<file path="config.mk">
export PLATFORM = sky130hd
export DESIGN_NAME = cfrc_top
export DESIGN_NICKNAME = d
export VERILOG_FILES = /design/src/pkg/cfrc_pkg.sv /design/src/hdl/cfrc_retry_ch.sv /design/src/hdl/cfrc_top.sv
export SDC_FILE = /design/constraint.sdc
export NUM_CORES = 1
export LEC_CHECK = 0
export ABC_CLOCK_PERIOD_IN_PS = 2750
export BUFFER_PORTS_ARGS = -buffer_cell sky130_fd_sc_hd__buf_4
export CAP_MARGIN = 0
export CORE_MARGIN = 3
export CORE_UTILIZATION = 30
export CTS_CLUSTER_DIAMETER = 30
export DETAILED_ROUTE_END_ITERATION = 7
export PLACE_DENSITY = 0.52
export SLEW_MARGIN = 20
export SYNTH_ARGS = -nofsm -noshare
export SYNTH_HDL_FRONTEND = slang
export SYNTH_SLANG_ARGS = --single-unit
</file>
<file path="constraint.sdc">
create_clock -name clk_i -period 2.75 [get_ports clk_i]
set_input_delay 0.55 -clock clk_i [delete_from_list [all_inputs] [get_ports clk_i]]
set_output_delay 0.55 -clock clk_i [all_outputs]
set_load 0.1 [all_outputs]
</file>
<file path="src/pkg/cfrc_pkg.sv">
// Constants and types for the current fault response control block.
// Assumes one 10 MHz clock and two output pages.
package cfrc_pkg;

  // ----------------------------------------------------------------------
  // Command codes and register layout
  // ----------------------------------------------------------------------
  localparam logic [7:0] OC_RESP_CMD   = 8'hE5;  // Overcurrent response
  localparam logic [7:0] UC_RESP_CMD   = 8'hE6;  // Undercurrent response
  localparam logic [7:0] RESP_RESET    = 8'h80;  // Shut down, no retries
  localparam int         MODE_MSB      = 7;
  localparam int         MODE_LSB      = 6;
  localparam int         RETRY_MSB     = 5;
  localparam int         RETRY_LSB     = 3;
  localparam logic [1:0] MODE_SHUTDOWN = 2'h2;   // Disable without delay
  localparam logic [2:0] RETRY_NONE    = 3'h0;   // Stay off until cleared
  localparam logic [2:0] RETRY_FOREVER = 3'h7;   // Restart continuously
  localparam int         PAGES         = 2;

  // ----------------------------------------------------------------------
  // Timing
  // ----------------------------------------------------------------------
  localparam int CLK_FREQ_KHZ  = 10000;
  localparam int RETRY_TIME_MS = 70;
  localparam int RETRY_CYCLES  = RETRY_TIME_MS * CLK_FREQ_KHZ;

  // ----------------------------------------------------------------------
  // Types
  // ----------------------------------------------------------------------
  typedef struct packed {
    logic [7:0] oc_cfg;  // overcurrent_fault_response_cfg
    logic [7:0] uc_cfg;  // undercurrent_fault_response_cfg
  } cfrc_resp_type;

  typedef struct packed {
    logic uc;  // Undercurrent flag
    logic oc;  // Overcurrent flag
  } cfrc_flags_type;

  typedef enum logic [1:0] {
    CH_RUN  = 2'b00,  // Output permitted
    CH_WAIT = 2'b01,  // Off, retry interval running
    CH_HOLD = 2'b10   // Off until faults are cleared
  } cfrc_ch_state_type;

endpackage : cfrc_pkg

</file>
<file path="src/hdl/cfrc_retry_ch.sv">
// Per-output shutdown and retry sequencer.
// Assumes fault and stop requests are synchronous to clk_i.
`timescale 1ns/10ps
`default_nettype none
module cfrc_retry_ch #(
  parameter int RETRY_CYCLES = cfrc_pkg::RETRY_CYCLES
) (
  input  wire logic clk_i,
  input  wire logic reset_i,
  input  wire logic shut_i,     // Fault calling for shutdown
  input  wire logic retry_i,    // Continuous retry selected
  input  wire logic stop_i,     // Commanded off, bias lost, other fault
  input  wire logic clear_i,    // Clear-faults command
  output logic      out_en_o,   // Output allowed to run
  output logic      restart_o   // One-cycle restart request
);

  localparam int CNT_W = $clog2(RETRY_CYCLES);

  typedef struct packed {
    cfrc_pkg::cfrc_ch_state_type st;
    logic [CNT_W-1:0]            count;
    logic                        out_en;
    logic                        restart;
  } cfrc_ch_type;

  cfrc_ch_type ch_reg;
  cfrc_ch_type ch_next;

  // ----------------------------------------------------------------------
  // Sequencer
  // ----------------------------------------------------------------------
  always_comb begin
    ch_next         = ch_reg;
    ch_next.restart = 1'b0;
    unique case (ch_reg.st)
      cfrc_pkg::CH_RUN: begin
        if (shut_i) begin
          ch_next.out_en = 1'b0;
          ch_next.count  = '0;
          if (retry_i && !stop_i) begin
            ch_next.st = cfrc_pkg::CH_WAIT;
          end else begin
            ch_next.st = cfrc_pkg::CH_HOLD;
          end
        end
      end
      cfrc_pkg::CH_WAIT: begin
        if (stop_i) begin
          ch_next.st = cfrc_pkg::CH_HOLD;
        end else if (ch_reg.count == CNT_W'(RETRY_CYCLES - 1)) begin
          // Restart without looking at the fault
          ch_next.st      = cfrc_pkg::CH_RUN;
          ch_next.out_en  = 1'b1;
          ch_next.restart = 1'b1;
        end else begin
          ch_next.count = ch_reg.count + CNT_W'(1);
        end
      end
      cfrc_pkg::CH_HOLD: begin
        if (clear_i) begin
          ch_next.st     = cfrc_pkg::CH_RUN;
          ch_next.out_en = 1'b1;
        end
      end
      default: begin
        ch_next.st     = cfrc_pkg::CH_HOLD;
        ch_next.out_en = 1'b0;
      end
    endcase
  end

  // State register
  always_ff @(posedge clk_i) begin
    if (reset_i) begin
      ch_reg <= '{st: cfrc_pkg::CH_RUN, count: '0, out_en: 1'b1,
                 restart: 1'b0};
    end else begin
      ch_reg <= ch_next;
    end
  end

  assign out_en_o  = ch_reg.out_en;
  assign restart_o = ch_reg.restart;
endmodule : cfrc_retry_ch
`default_nettype wire

</file>
<file path="src/hdl/cfrc_top.sv">
// Current fault response control for two output pages.
// Assumes fault, command and status inputs come from logic on clk_i and
// that command decoding hands over one byte per command code.
//
// Functional notes
// - An overcurrent fault sets the overcurrent status bit of its page.
// - An undercurrent fault sets the undercurrent status bit of its page.
// - Retrying waits one 70 ms interval between restart attempts.
// - Both response bytes reset to 80h, shutdown with no retries.
// - Any current fault pulls the alert pin low and sets its flag.
// - Fault flags clear only on the clear-faults command.
// - Mode 10 in bits 7:6 turns the output off at once; it retries only with retry code 111.
// - Retry code 000 keeps the output off until faults are cleared.
// - Retry code 111 restarts forever without checking the fault.
// - Retrying stops on command off, bias loss or another fault.
// - Each page holds its own pair of response bytes.
// - The response bytes are host readable, writable, and protectable.
`timescale 1ns/10ps
`default_nettype none
module cfrc_top #(
  parameter int RETRY_CYCLES = cfrc_pkg::RETRY_CYCLES
) (
  input  wire logic       clk_i,
  input  wire logic       reset_i,
  // Command port
  input  wire logic       cmd_wr_i,        // Write strobe, one cycle
  input  wire logic       cmd_rd_i,        // Read strobe, one cycle
  input  wire logic       page_i,          // Selected output page
  input  wire logic [7:0] cmd_code_i,      // Command code
  input  wire logic [7:0] cmd_wdata_i,     // Write byte
  input  wire logic       write_protect_i, // Blocks configuration writes
  input  wire logic       clear_faults_i,  // Clear-faults command
  output logic      [7:0] cmd_rdata_o,     // Read byte
  output logic            cmd_rvalid_o,    // Read answer, one cycle
  // Fault and power inputs
  input  wire logic [1:0] oc_fault_i,      // Overcurrent per page
  input  wire logic [1:0] uc_fault_i,      // Undercurrent per page
  input  wire logic [1:0] commanded_on_i,  // Pin and operation state
  input  wire logic       bias_ok_i,       // Bias supply present
  input  wire logic [1:0] other_fault_i,   // Other shutdown faults
  // Outputs
  output logic      [1:0] output_enable_o, // Output permitted per page
  output logic      [1:0] restart_req_o,   // Restart request pulse
  output cfrc_pkg::cfrc_flags_type [1:0] fault_flags_o,
  output logic            alert_output_pin_o,    // Pin level, always 0
  output logic            alert_output_pin_oe_o  // High: pull pin low
);

  typedef struct packed {
    cfrc_pkg::cfrc_resp_type  [1:0] cfg;
    cfrc_pkg::cfrc_flags_type [1:0] flags;
    logic                     [7:0] rdata;
    logic                           rvalid;
    logic                           alert;
  } cfrc_state_type;

  cfrc_state_type state_reg;
  cfrc_state_type state_next;

  logic [1:0] shut;
  logic [1:0] retry;
  logic [1:0] stop;
  logic       wr_ok;

  // ----------------------------------------------------------------------
  // Fault response decode per page
  // ----------------------------------------------------------------------
  always_comb begin
    for (int p = 0; p < cfrc_pkg::PAGES; p++) begin
      shut[p] = (oc_fault_i[p] &&
                 state_reg.cfg[p].oc_cfg[cfrc_pkg::MODE_MSB:
                                         cfrc_pkg::MODE_LSB]
                 == cfrc_pkg::MODE_SHUTDOWN) ||
                (uc_fault_i[p] &&
                 state_reg.cfg[p].uc_cfg[cfrc_pkg::MODE_MSB:
                                         cfrc_pkg::MODE_LSB]
                 == cfrc_pkg::MODE_SHUTDOWN);
      // Overcurrent setting wins when both faults arrive together
      if (oc_fault_i[p]) begin
        retry[p] = state_reg.cfg[p].oc_cfg[cfrc_pkg::RETRY_MSB:
                                           cfrc_pkg::RETRY_LSB]
                   == cfrc_pkg::RETRY_FOREVER;
      end else begin
        retry[p] = state_reg.cfg[p].uc_cfg[cfrc_pkg::RETRY_MSB:
                                           cfrc_pkg::RETRY_LSB]
                   == cfrc_pkg::RETRY_FOREVER;
      end
      stop[p] = !commanded_on_i[p] || !bias_ok_i ||
                other_fault_i[p];
    end
  end

  assign wr_ok = cmd_wr_i && !write_protect_i;

  // ----------------------------------------------------------------------
  // Registers, flags, alert and read path
  // ----------------------------------------------------------------------
  always_comb begin
    state_next        = state_reg;
    state_next.rvalid = 1'b0;
    // Configuration writes go to the selected page only
    if (wr_ok && cmd_code_i == cfrc_pkg::OC_RESP_CMD) begin
      state_next.cfg[page_i].oc_cfg = cmd_wdata_i;
    end
    if (wr_ok && cmd_code_i == cfrc_pkg::UC_RESP_CMD) begin
      state_next.cfg[page_i].uc_cfg = cmd_wdata_i;
    end
    // Flags: clear first so a fault in the same cycle wins
    if (clear_faults_i) begin
      state_next.flags = '0;
    end
    for (int p = 0; p < cfrc_pkg::PAGES; p++) begin
      if (oc_fault_i[p]) begin
        state_next.flags[p].oc = 1'b1;
      end
      if (uc_fault_i[p]) begin
        state_next.flags[p].uc = 1'b1;
      end
    end
    state_next.alert = |state_next.flags;
    // Read answer; unknown codes read as zero
    if (cmd_rd_i) begin
      state_next.rvalid = 1'b1;
      unique case (cmd_code_i)
        cfrc_pkg::OC_RESP_CMD: begin
          state_next.rdata = state_reg.cfg[page_i].oc_cfg;
        end
        cfrc_pkg::UC_RESP_CMD: begin
          state_next.rdata = state_reg.cfg[page_i].uc_cfg;
        end
        default: begin
          state_next.rdata = 8'h00;
        end
      endcase
    end
  end

  // State register
  always_ff @(posedge clk_i) begin
    if (reset_i) begin
      state_reg <= '{cfg: {2{cfrc_pkg::RESP_RESET, cfrc_pkg::RESP_RESET}},
                    flags: '0, rdata: 8'h00, rvalid: 1'b0,
                    alert: 1'b0};
    end else begin
      state_reg <= state_next;
    end
  end

  // ----------------------------------------------------------------------
  // Retry sequencers, one per page
  // ----------------------------------------------------------------------
  for (genvar g = 0; g < cfrc_pkg::PAGES; g++) begin : g_page
    cfrc_retry_ch #(
      .RETRY_CYCLES (RETRY_CYCLES)
    ) u_ch (
      .clk_i     (clk_i),
      .reset_i   (reset_i),
      .shut_i    (shut[g]),
      .retry_i   (retry[g]),
      .stop_i    (stop[g]),
      .clear_i   (clear_faults_i),
      .out_en_o  (output_enable_o[g]),
      .restart_o (restart_req_o[g])
    );
  end

  assign cmd_rdata_o           = state_reg.rdata;
  assign cmd_rvalid_o          = state_reg.rvalid;
  assign fault_flags_o         = state_reg.flags;
  assign alert_output_pin_o    = 1'b0;
  assign alert_output_pin_oe_o = state_reg.alert;
endmodule : cfrc_top
`default_nettype wire

</file>
Word-level counts from Yosys, hierarchy flattened
Cells that the tools add are included.

Flip-flop bits (word level): 94. Latch bits: 0. Memory bits (writable): 0. ROM bits: 0. Input bits: 32. Output and inout port bits: 19. Memories kept: 0.

Add/subtract/negate cells: 2. Multiply operators: 0. Div/mod/pow operators: 0. Order comparisons: 2. Equality and inequality tests: 28. Shifts and indexed selects: 0. Muxes and demuxes: 41. Bitwise gates (word level): 2. Reductions and logical operators: 35.

Operators with widths (number): $pmux 20 s2 (2); $bwmux 32 (2); $mux 32 (2); $mux 16 (3); $mux 23 (2); $mux 22 (2); $add 20x1->20 const B (2); $eq 20x20->1 const B (2); $mux 20 (2); $demux 16 s1 (2); $mux 2 (9); $eq 8x8->1 const B (2); $pmux 8 s2 (1); $reduce_and 4->1 (4); $eq 2x2->1 const B (6); $eq 3x3->1 const B (4); $ne 2x2->1 const B (6); $pmux 2 s3 (2); $logic_and 1x1->1 (10); $mux 1 (8); $mux 8 (1); $ne 2x1->1 const B (4); $logic_not 1->1 (6); $logic_or 1x1->1 (6); other kinds (12) (20).

Depth between registers and ports, before layout
Depth after elaboration: 8. Gate-level depth with buffers: 9. Gate-level depth less buffers: 7.

Hierarchy
Synthesis repeated with hierarchy kept, for this count alone.

Cells, all modules: 615. Area, all modules: 5301.3 um^2.

By module, submodules not included: cfrc_top (times used 1, cells an instance 229, area each 2307.2 um^2, sequential area each 920.9 um^2); cfrc_retry_ch (g_page[1].u_ch) (times used 1, cells an instance 196, area each 1529.0 um^2, sequential area each 480.5 um^2); cfrc_retry_ch (g_page[0].u_ch) (times used 1, cells an instance 190, area each 1465.2 um^2, sequential area each 480.5 um^2).

Worst setup path after synthesis
Ideal clock, no wire load.

Path kind: input-to-reg. Start point: input page_i. End point: register state_reg[21] (netlist bit). Setup time: 129 ps. Arrival time: 1871 ps. Required time: 2621 ps. Path slack: 750 ps. Stages on the path: 5. Buffers on the path: 1. Path through: buf_2 > or3b_2 > nor2_2 > mux2i_1 > nand2_1.

Longest elaborated chain between the ends: 6. Elaborated cells on any way between the ends: 10. Those cells by class: 2 x order compare; 7 x mux; 1 x reduce/logical.

Ends and longest elaborated chain: start, declared (RTL line cfrc_top.sv:28) `input wire logic page_i,`; $lt 1x2->1 (not written as such) or $ge 1x1->1 (tied branches) (RTL line cfrc_top.sv:106) `state_next.cfg[page_i].uc_cfg = cmd_wdata_i;`; $logic_and 1x1->1 (not written as such) (RTL line cfrc_top.sv:106); $mux 8 (not written as such) (RTL line cfrc_top.sv:106); $demux 16 s1 (RTL line cfrc_top.sv:106); $bwmux 32 (RTL line cfrc_top.sv:106); $mux 32 (*) (RTL line cfrc_top.sv:105) `if (wr_ok && cmd_code_i == cfrc_pkg::UC_RESP_CMD) begin`; end signal, assigned (RTL line cfrc_top.sv:141) `state_reg <= '{cfg: {2{cfrc_pkg::RESP_RESET, cfrc_pkg::RESP_RESET}},`; end signal, assigned (RTL line cfrc_top.sv:145) `state_reg <= state_next;`; end, declared (RTL line cfrc_top.sv:57) `cfrc_state_type state_reg;`.

Every way passes the cells marked *; elsewhere a longest branch is shown, timed or not. A chain may end at the register's enable or synchronous reset.

Final worst setup path
Start point: register g_page[1].u_ch.ch_reg[2] (netlist bit). End point: register g_page[1].u_ch.ch_reg[17] (netlist bit).

Longest elaborated chain between the ends: 4. Elaborated cells on any way between the ends: 7. Those cells by class: 1 x add/sub; 2 x eq/ne; 3 x mux; 1 x reduce/logical.

Ends and longest elaborated chain: start, declared (RTL line cfrc_retry_ch.sv:27) `cfrc_ch_type ch_reg;`; start signal, assigned (RTL line cfrc_retry_ch.sv:76) `ch_reg <= '{st: cfrc_pkg::CH_RUN, count: '0, out_en: 1'b1,`; start signal, assigned (RTL line cfrc_retry_ch.sv:79) `ch_reg <= ch_next;`; $add 20x1->20 (RTL line cfrc_retry_ch.sv:57) `ch_next.count = ch_reg.count + CNT_W'(1);`; $mux 20 (RTL line cfrc_retry_ch.sv:51) `end else if (ch_reg.count == CNT_W'(RETRY_CYCLES - 1)) begin`; $mux 22 (RTL line cfrc_retry_ch.sv:49) `if (stop_i) begin`; $pmux 20 s2 (RTL line cfrc_retry_ch.sv:36) `unique case (ch_reg.st)`.

Parallel ways exist; a longest one is shown, timed or not. The select of a mux whose other input is x is not followed.

==> metrics.cfg <==
[critical_path]
crit_type=register to register
crit-reg2reg-launch=g_page[1].u_ch.ch_reg[2]
path_cells=ha_1 -> nand3_2 -> or4_4 -> o211ai_2 -> nor3_1 -> a211o_1
start_kind=register
required_ns=2.99
r2r_cells=6
r2r_setup_slack_ns=0.44
cp_slowest_cell=or4_4
r2r-end=g_page[1].u_ch.ch_reg[17]
crit_fanout=11
slowest_delay_ns=0.51
arrival_ns=2.54
cp_num_buf_inv=0
worstSetupStartpoint=g_page[1].u_ch.ch_reg[2]
cpLargestDelayFamily=simple AND/OR/NAND/NOR gates
crit_path_end_kind=register

[clock_tree]
htreeDepth=3
cts_buffers=9
cts_sinks=94
holdBufCountCts=0
clockBufferDepth=2
tritoncts=done
cts-root-buf=clkbuf_16
cts_setup_buffers=0
post_cts_resized=0
clk_latency_ns=0.35
clk_pin_slew_ns=0.07

[final_layout]
num_antenna_cells=0
layout_common_cells=94 x dfxtp_1, 62 x nor2_1, 59 x buf_4
largest_reg_flops=44
design_area_mm2=0.00578
drive_gt1_frac=0.162
final_nets=649
areaGrowthSynthToFinish_pct=14.4
layoutNonFillerInstCount=828
final_common_cell=dfxtp_1

[sta]
hold_violations=0
fin_setup_tns_ns=0
fin_skew_ns=0.00667
fmax_ghz=0.433
setup_viol=0
worst_slew_margin_rel=0.507
fin_ws_ns=0.440
rsz0062_at_grt=no
drv_slew=0
fin_crit_sh=0.840
worst_pin_slew_ns=0.739
finalCriticalPeriod_ns=2.31

[logic_synthesis]
async_reset_ff_frac=0
synth_nets=625
synth_top_area_frac=0.373
yosysSeqAreaShare=0.373
synth_warnings=0
ys.flop_type=dfxtp_1
synth_seq_cells=94
synthTopCellsByArea=dfxtp_1 37%, mux2i_1 9.7%, nor2_1 4.6%
synth_cell_types=73
syn-cell-area_mm2=0.00505
synth.avg_cell_area_um2=8.66
synth_top_area_cell=dfxtp_1
syn_inst=583
synth_edf_count=0

[drt]
wl_per_cell_um=17.0
wirelength_mm=14.0
viasPerCell=5.56
drc=0
dr.pass1.iters=6
drt-initial-drc-count=357
vias=4606
postRouteAntennaNets=0

[placed_design]
dp.cells=812
dp_slack_ns=0.383
placed_area_mm2=0.00550
gp_congestion=0.873
io_buffers=49
hpwl_mm=9.81

[min_path]
min_from=uc_fault_i[0]
whs_path_depth=3
hp-class=input pin to register
holdPathEnd=fault_flags_o[1]

[global_route]
grt_max_degree=68
antenna_found_initial=0
grtUsageTotal=0.152
first_global_vias=4461
overflow=0
grt_pass1_wl_mm=22.7

[job]
maxCapViolCount=0

[power_and_ir_drop]
seqPwrFrac=0.466
internal-power_uw=2120
power.share.switching=0.291
p_leak_uw=0.00203
powerDensity_mw_per_mm2=518
p_sw_uw=871
ir_drop_v=0.000304
clkPwrFrac=0.407
power.share.combinational=0.127

[die]
core_area_mm2=0.0162
die_area_mm2=0.0184
rows=46
initial_utilization=0.312
die_w_um=136
die_height_um=136
io_pins=51

[status]
outcome=completed

[power groups by stage]
stage	clock network (uW)	registers [uW]	logic, uW
floorplan	0	1430	267
global placement	0	1420	377
detailed placement	0	1430	379
CTS	1260	1390	381
global route	1310	1400	407
finish	1220	1390	380
[tightest hold or removal path, delay by kind of cell]
| kind | cells | cell delay (ns) |
|---|---|---|
| buffers and inverters | 1 | 0.10 |
| and+or+nand+nor | 1 | 0.07 |
| AOI/OAI and AO/OA | 1 | 0.04 |
[per-layer routing]
metal  vias to the layer above  global-route usage  routed length [um]
li1                       2224                   -                   -
met1                      2223               0.211                6750
met2                       134               0.241                6430
met3                        25              0.0223                 586
met4                         0              0.0549                 275
met5                         -                   0                   0
[synthesized netlist by cell type (all sizes together) (9+ instances only)]
master / instances
a21oi: 26
a311oi: 10
and3: 13
buf: 26
clkbuf: 20
dfxtp: 94
ha: 10
inv: 10
mux2i: 49
nand2: 48
nand3: 21
nand3b: 9
nand4: 13
nand4b: 10
nor2: 66
nor3: 19
nor4: 12
o21ai: 30
[stage by stage]
step                      hold WS, ns  power (uW)   util
after floorplan                 0.460        1700      -
after global routing            0.452        3110  0.357
after global placement          0.473        1800  0.340
after CTS                       0.443        3030  0.357
after detailed placement        0.486        1810  0.340
final                           0.449        2990  0.357
[logic make-up after synthesis]
group           share of synthesized area
simple gates                        0.260
compound gates                      0.183
flops                               0.373
buf+inv                            0.0599
mux                                0.0971
fa+ha+maj                          0.0248
other cells                      0.000742
xor+xnor                          0.00173
[cell type report]
class | instances | area, um^2
fill | 1680 | 10400
multi-input combinational | 433 | 2870
sequential | 94 | 1880
timing repair buffer | 59 | 443
tap | 216 | 270
clock buffer | 10 | 229
clock inverter | 6 | 51.3
inverter | 10 | 37.5
[worst max-delay path by stage]
stage | to | slack [ns] | cells after the start
after floorplan | state_reg[21] | 0.75 | 5
after global placement | state_reg[31] | 0.42 | 6
after detailed placement | state_reg[34] | 0.38 | 6
after CTS | g_page[1].u_ch.ch_reg[17] | 0.48 | 6
after global routing | g_page[0].u_ch.ch_reg[6] | 0.31 | 6
final | g_page[1].u_ch.ch_reg[17] | 0.44 | 6
(Power assumes the default switching activity.)
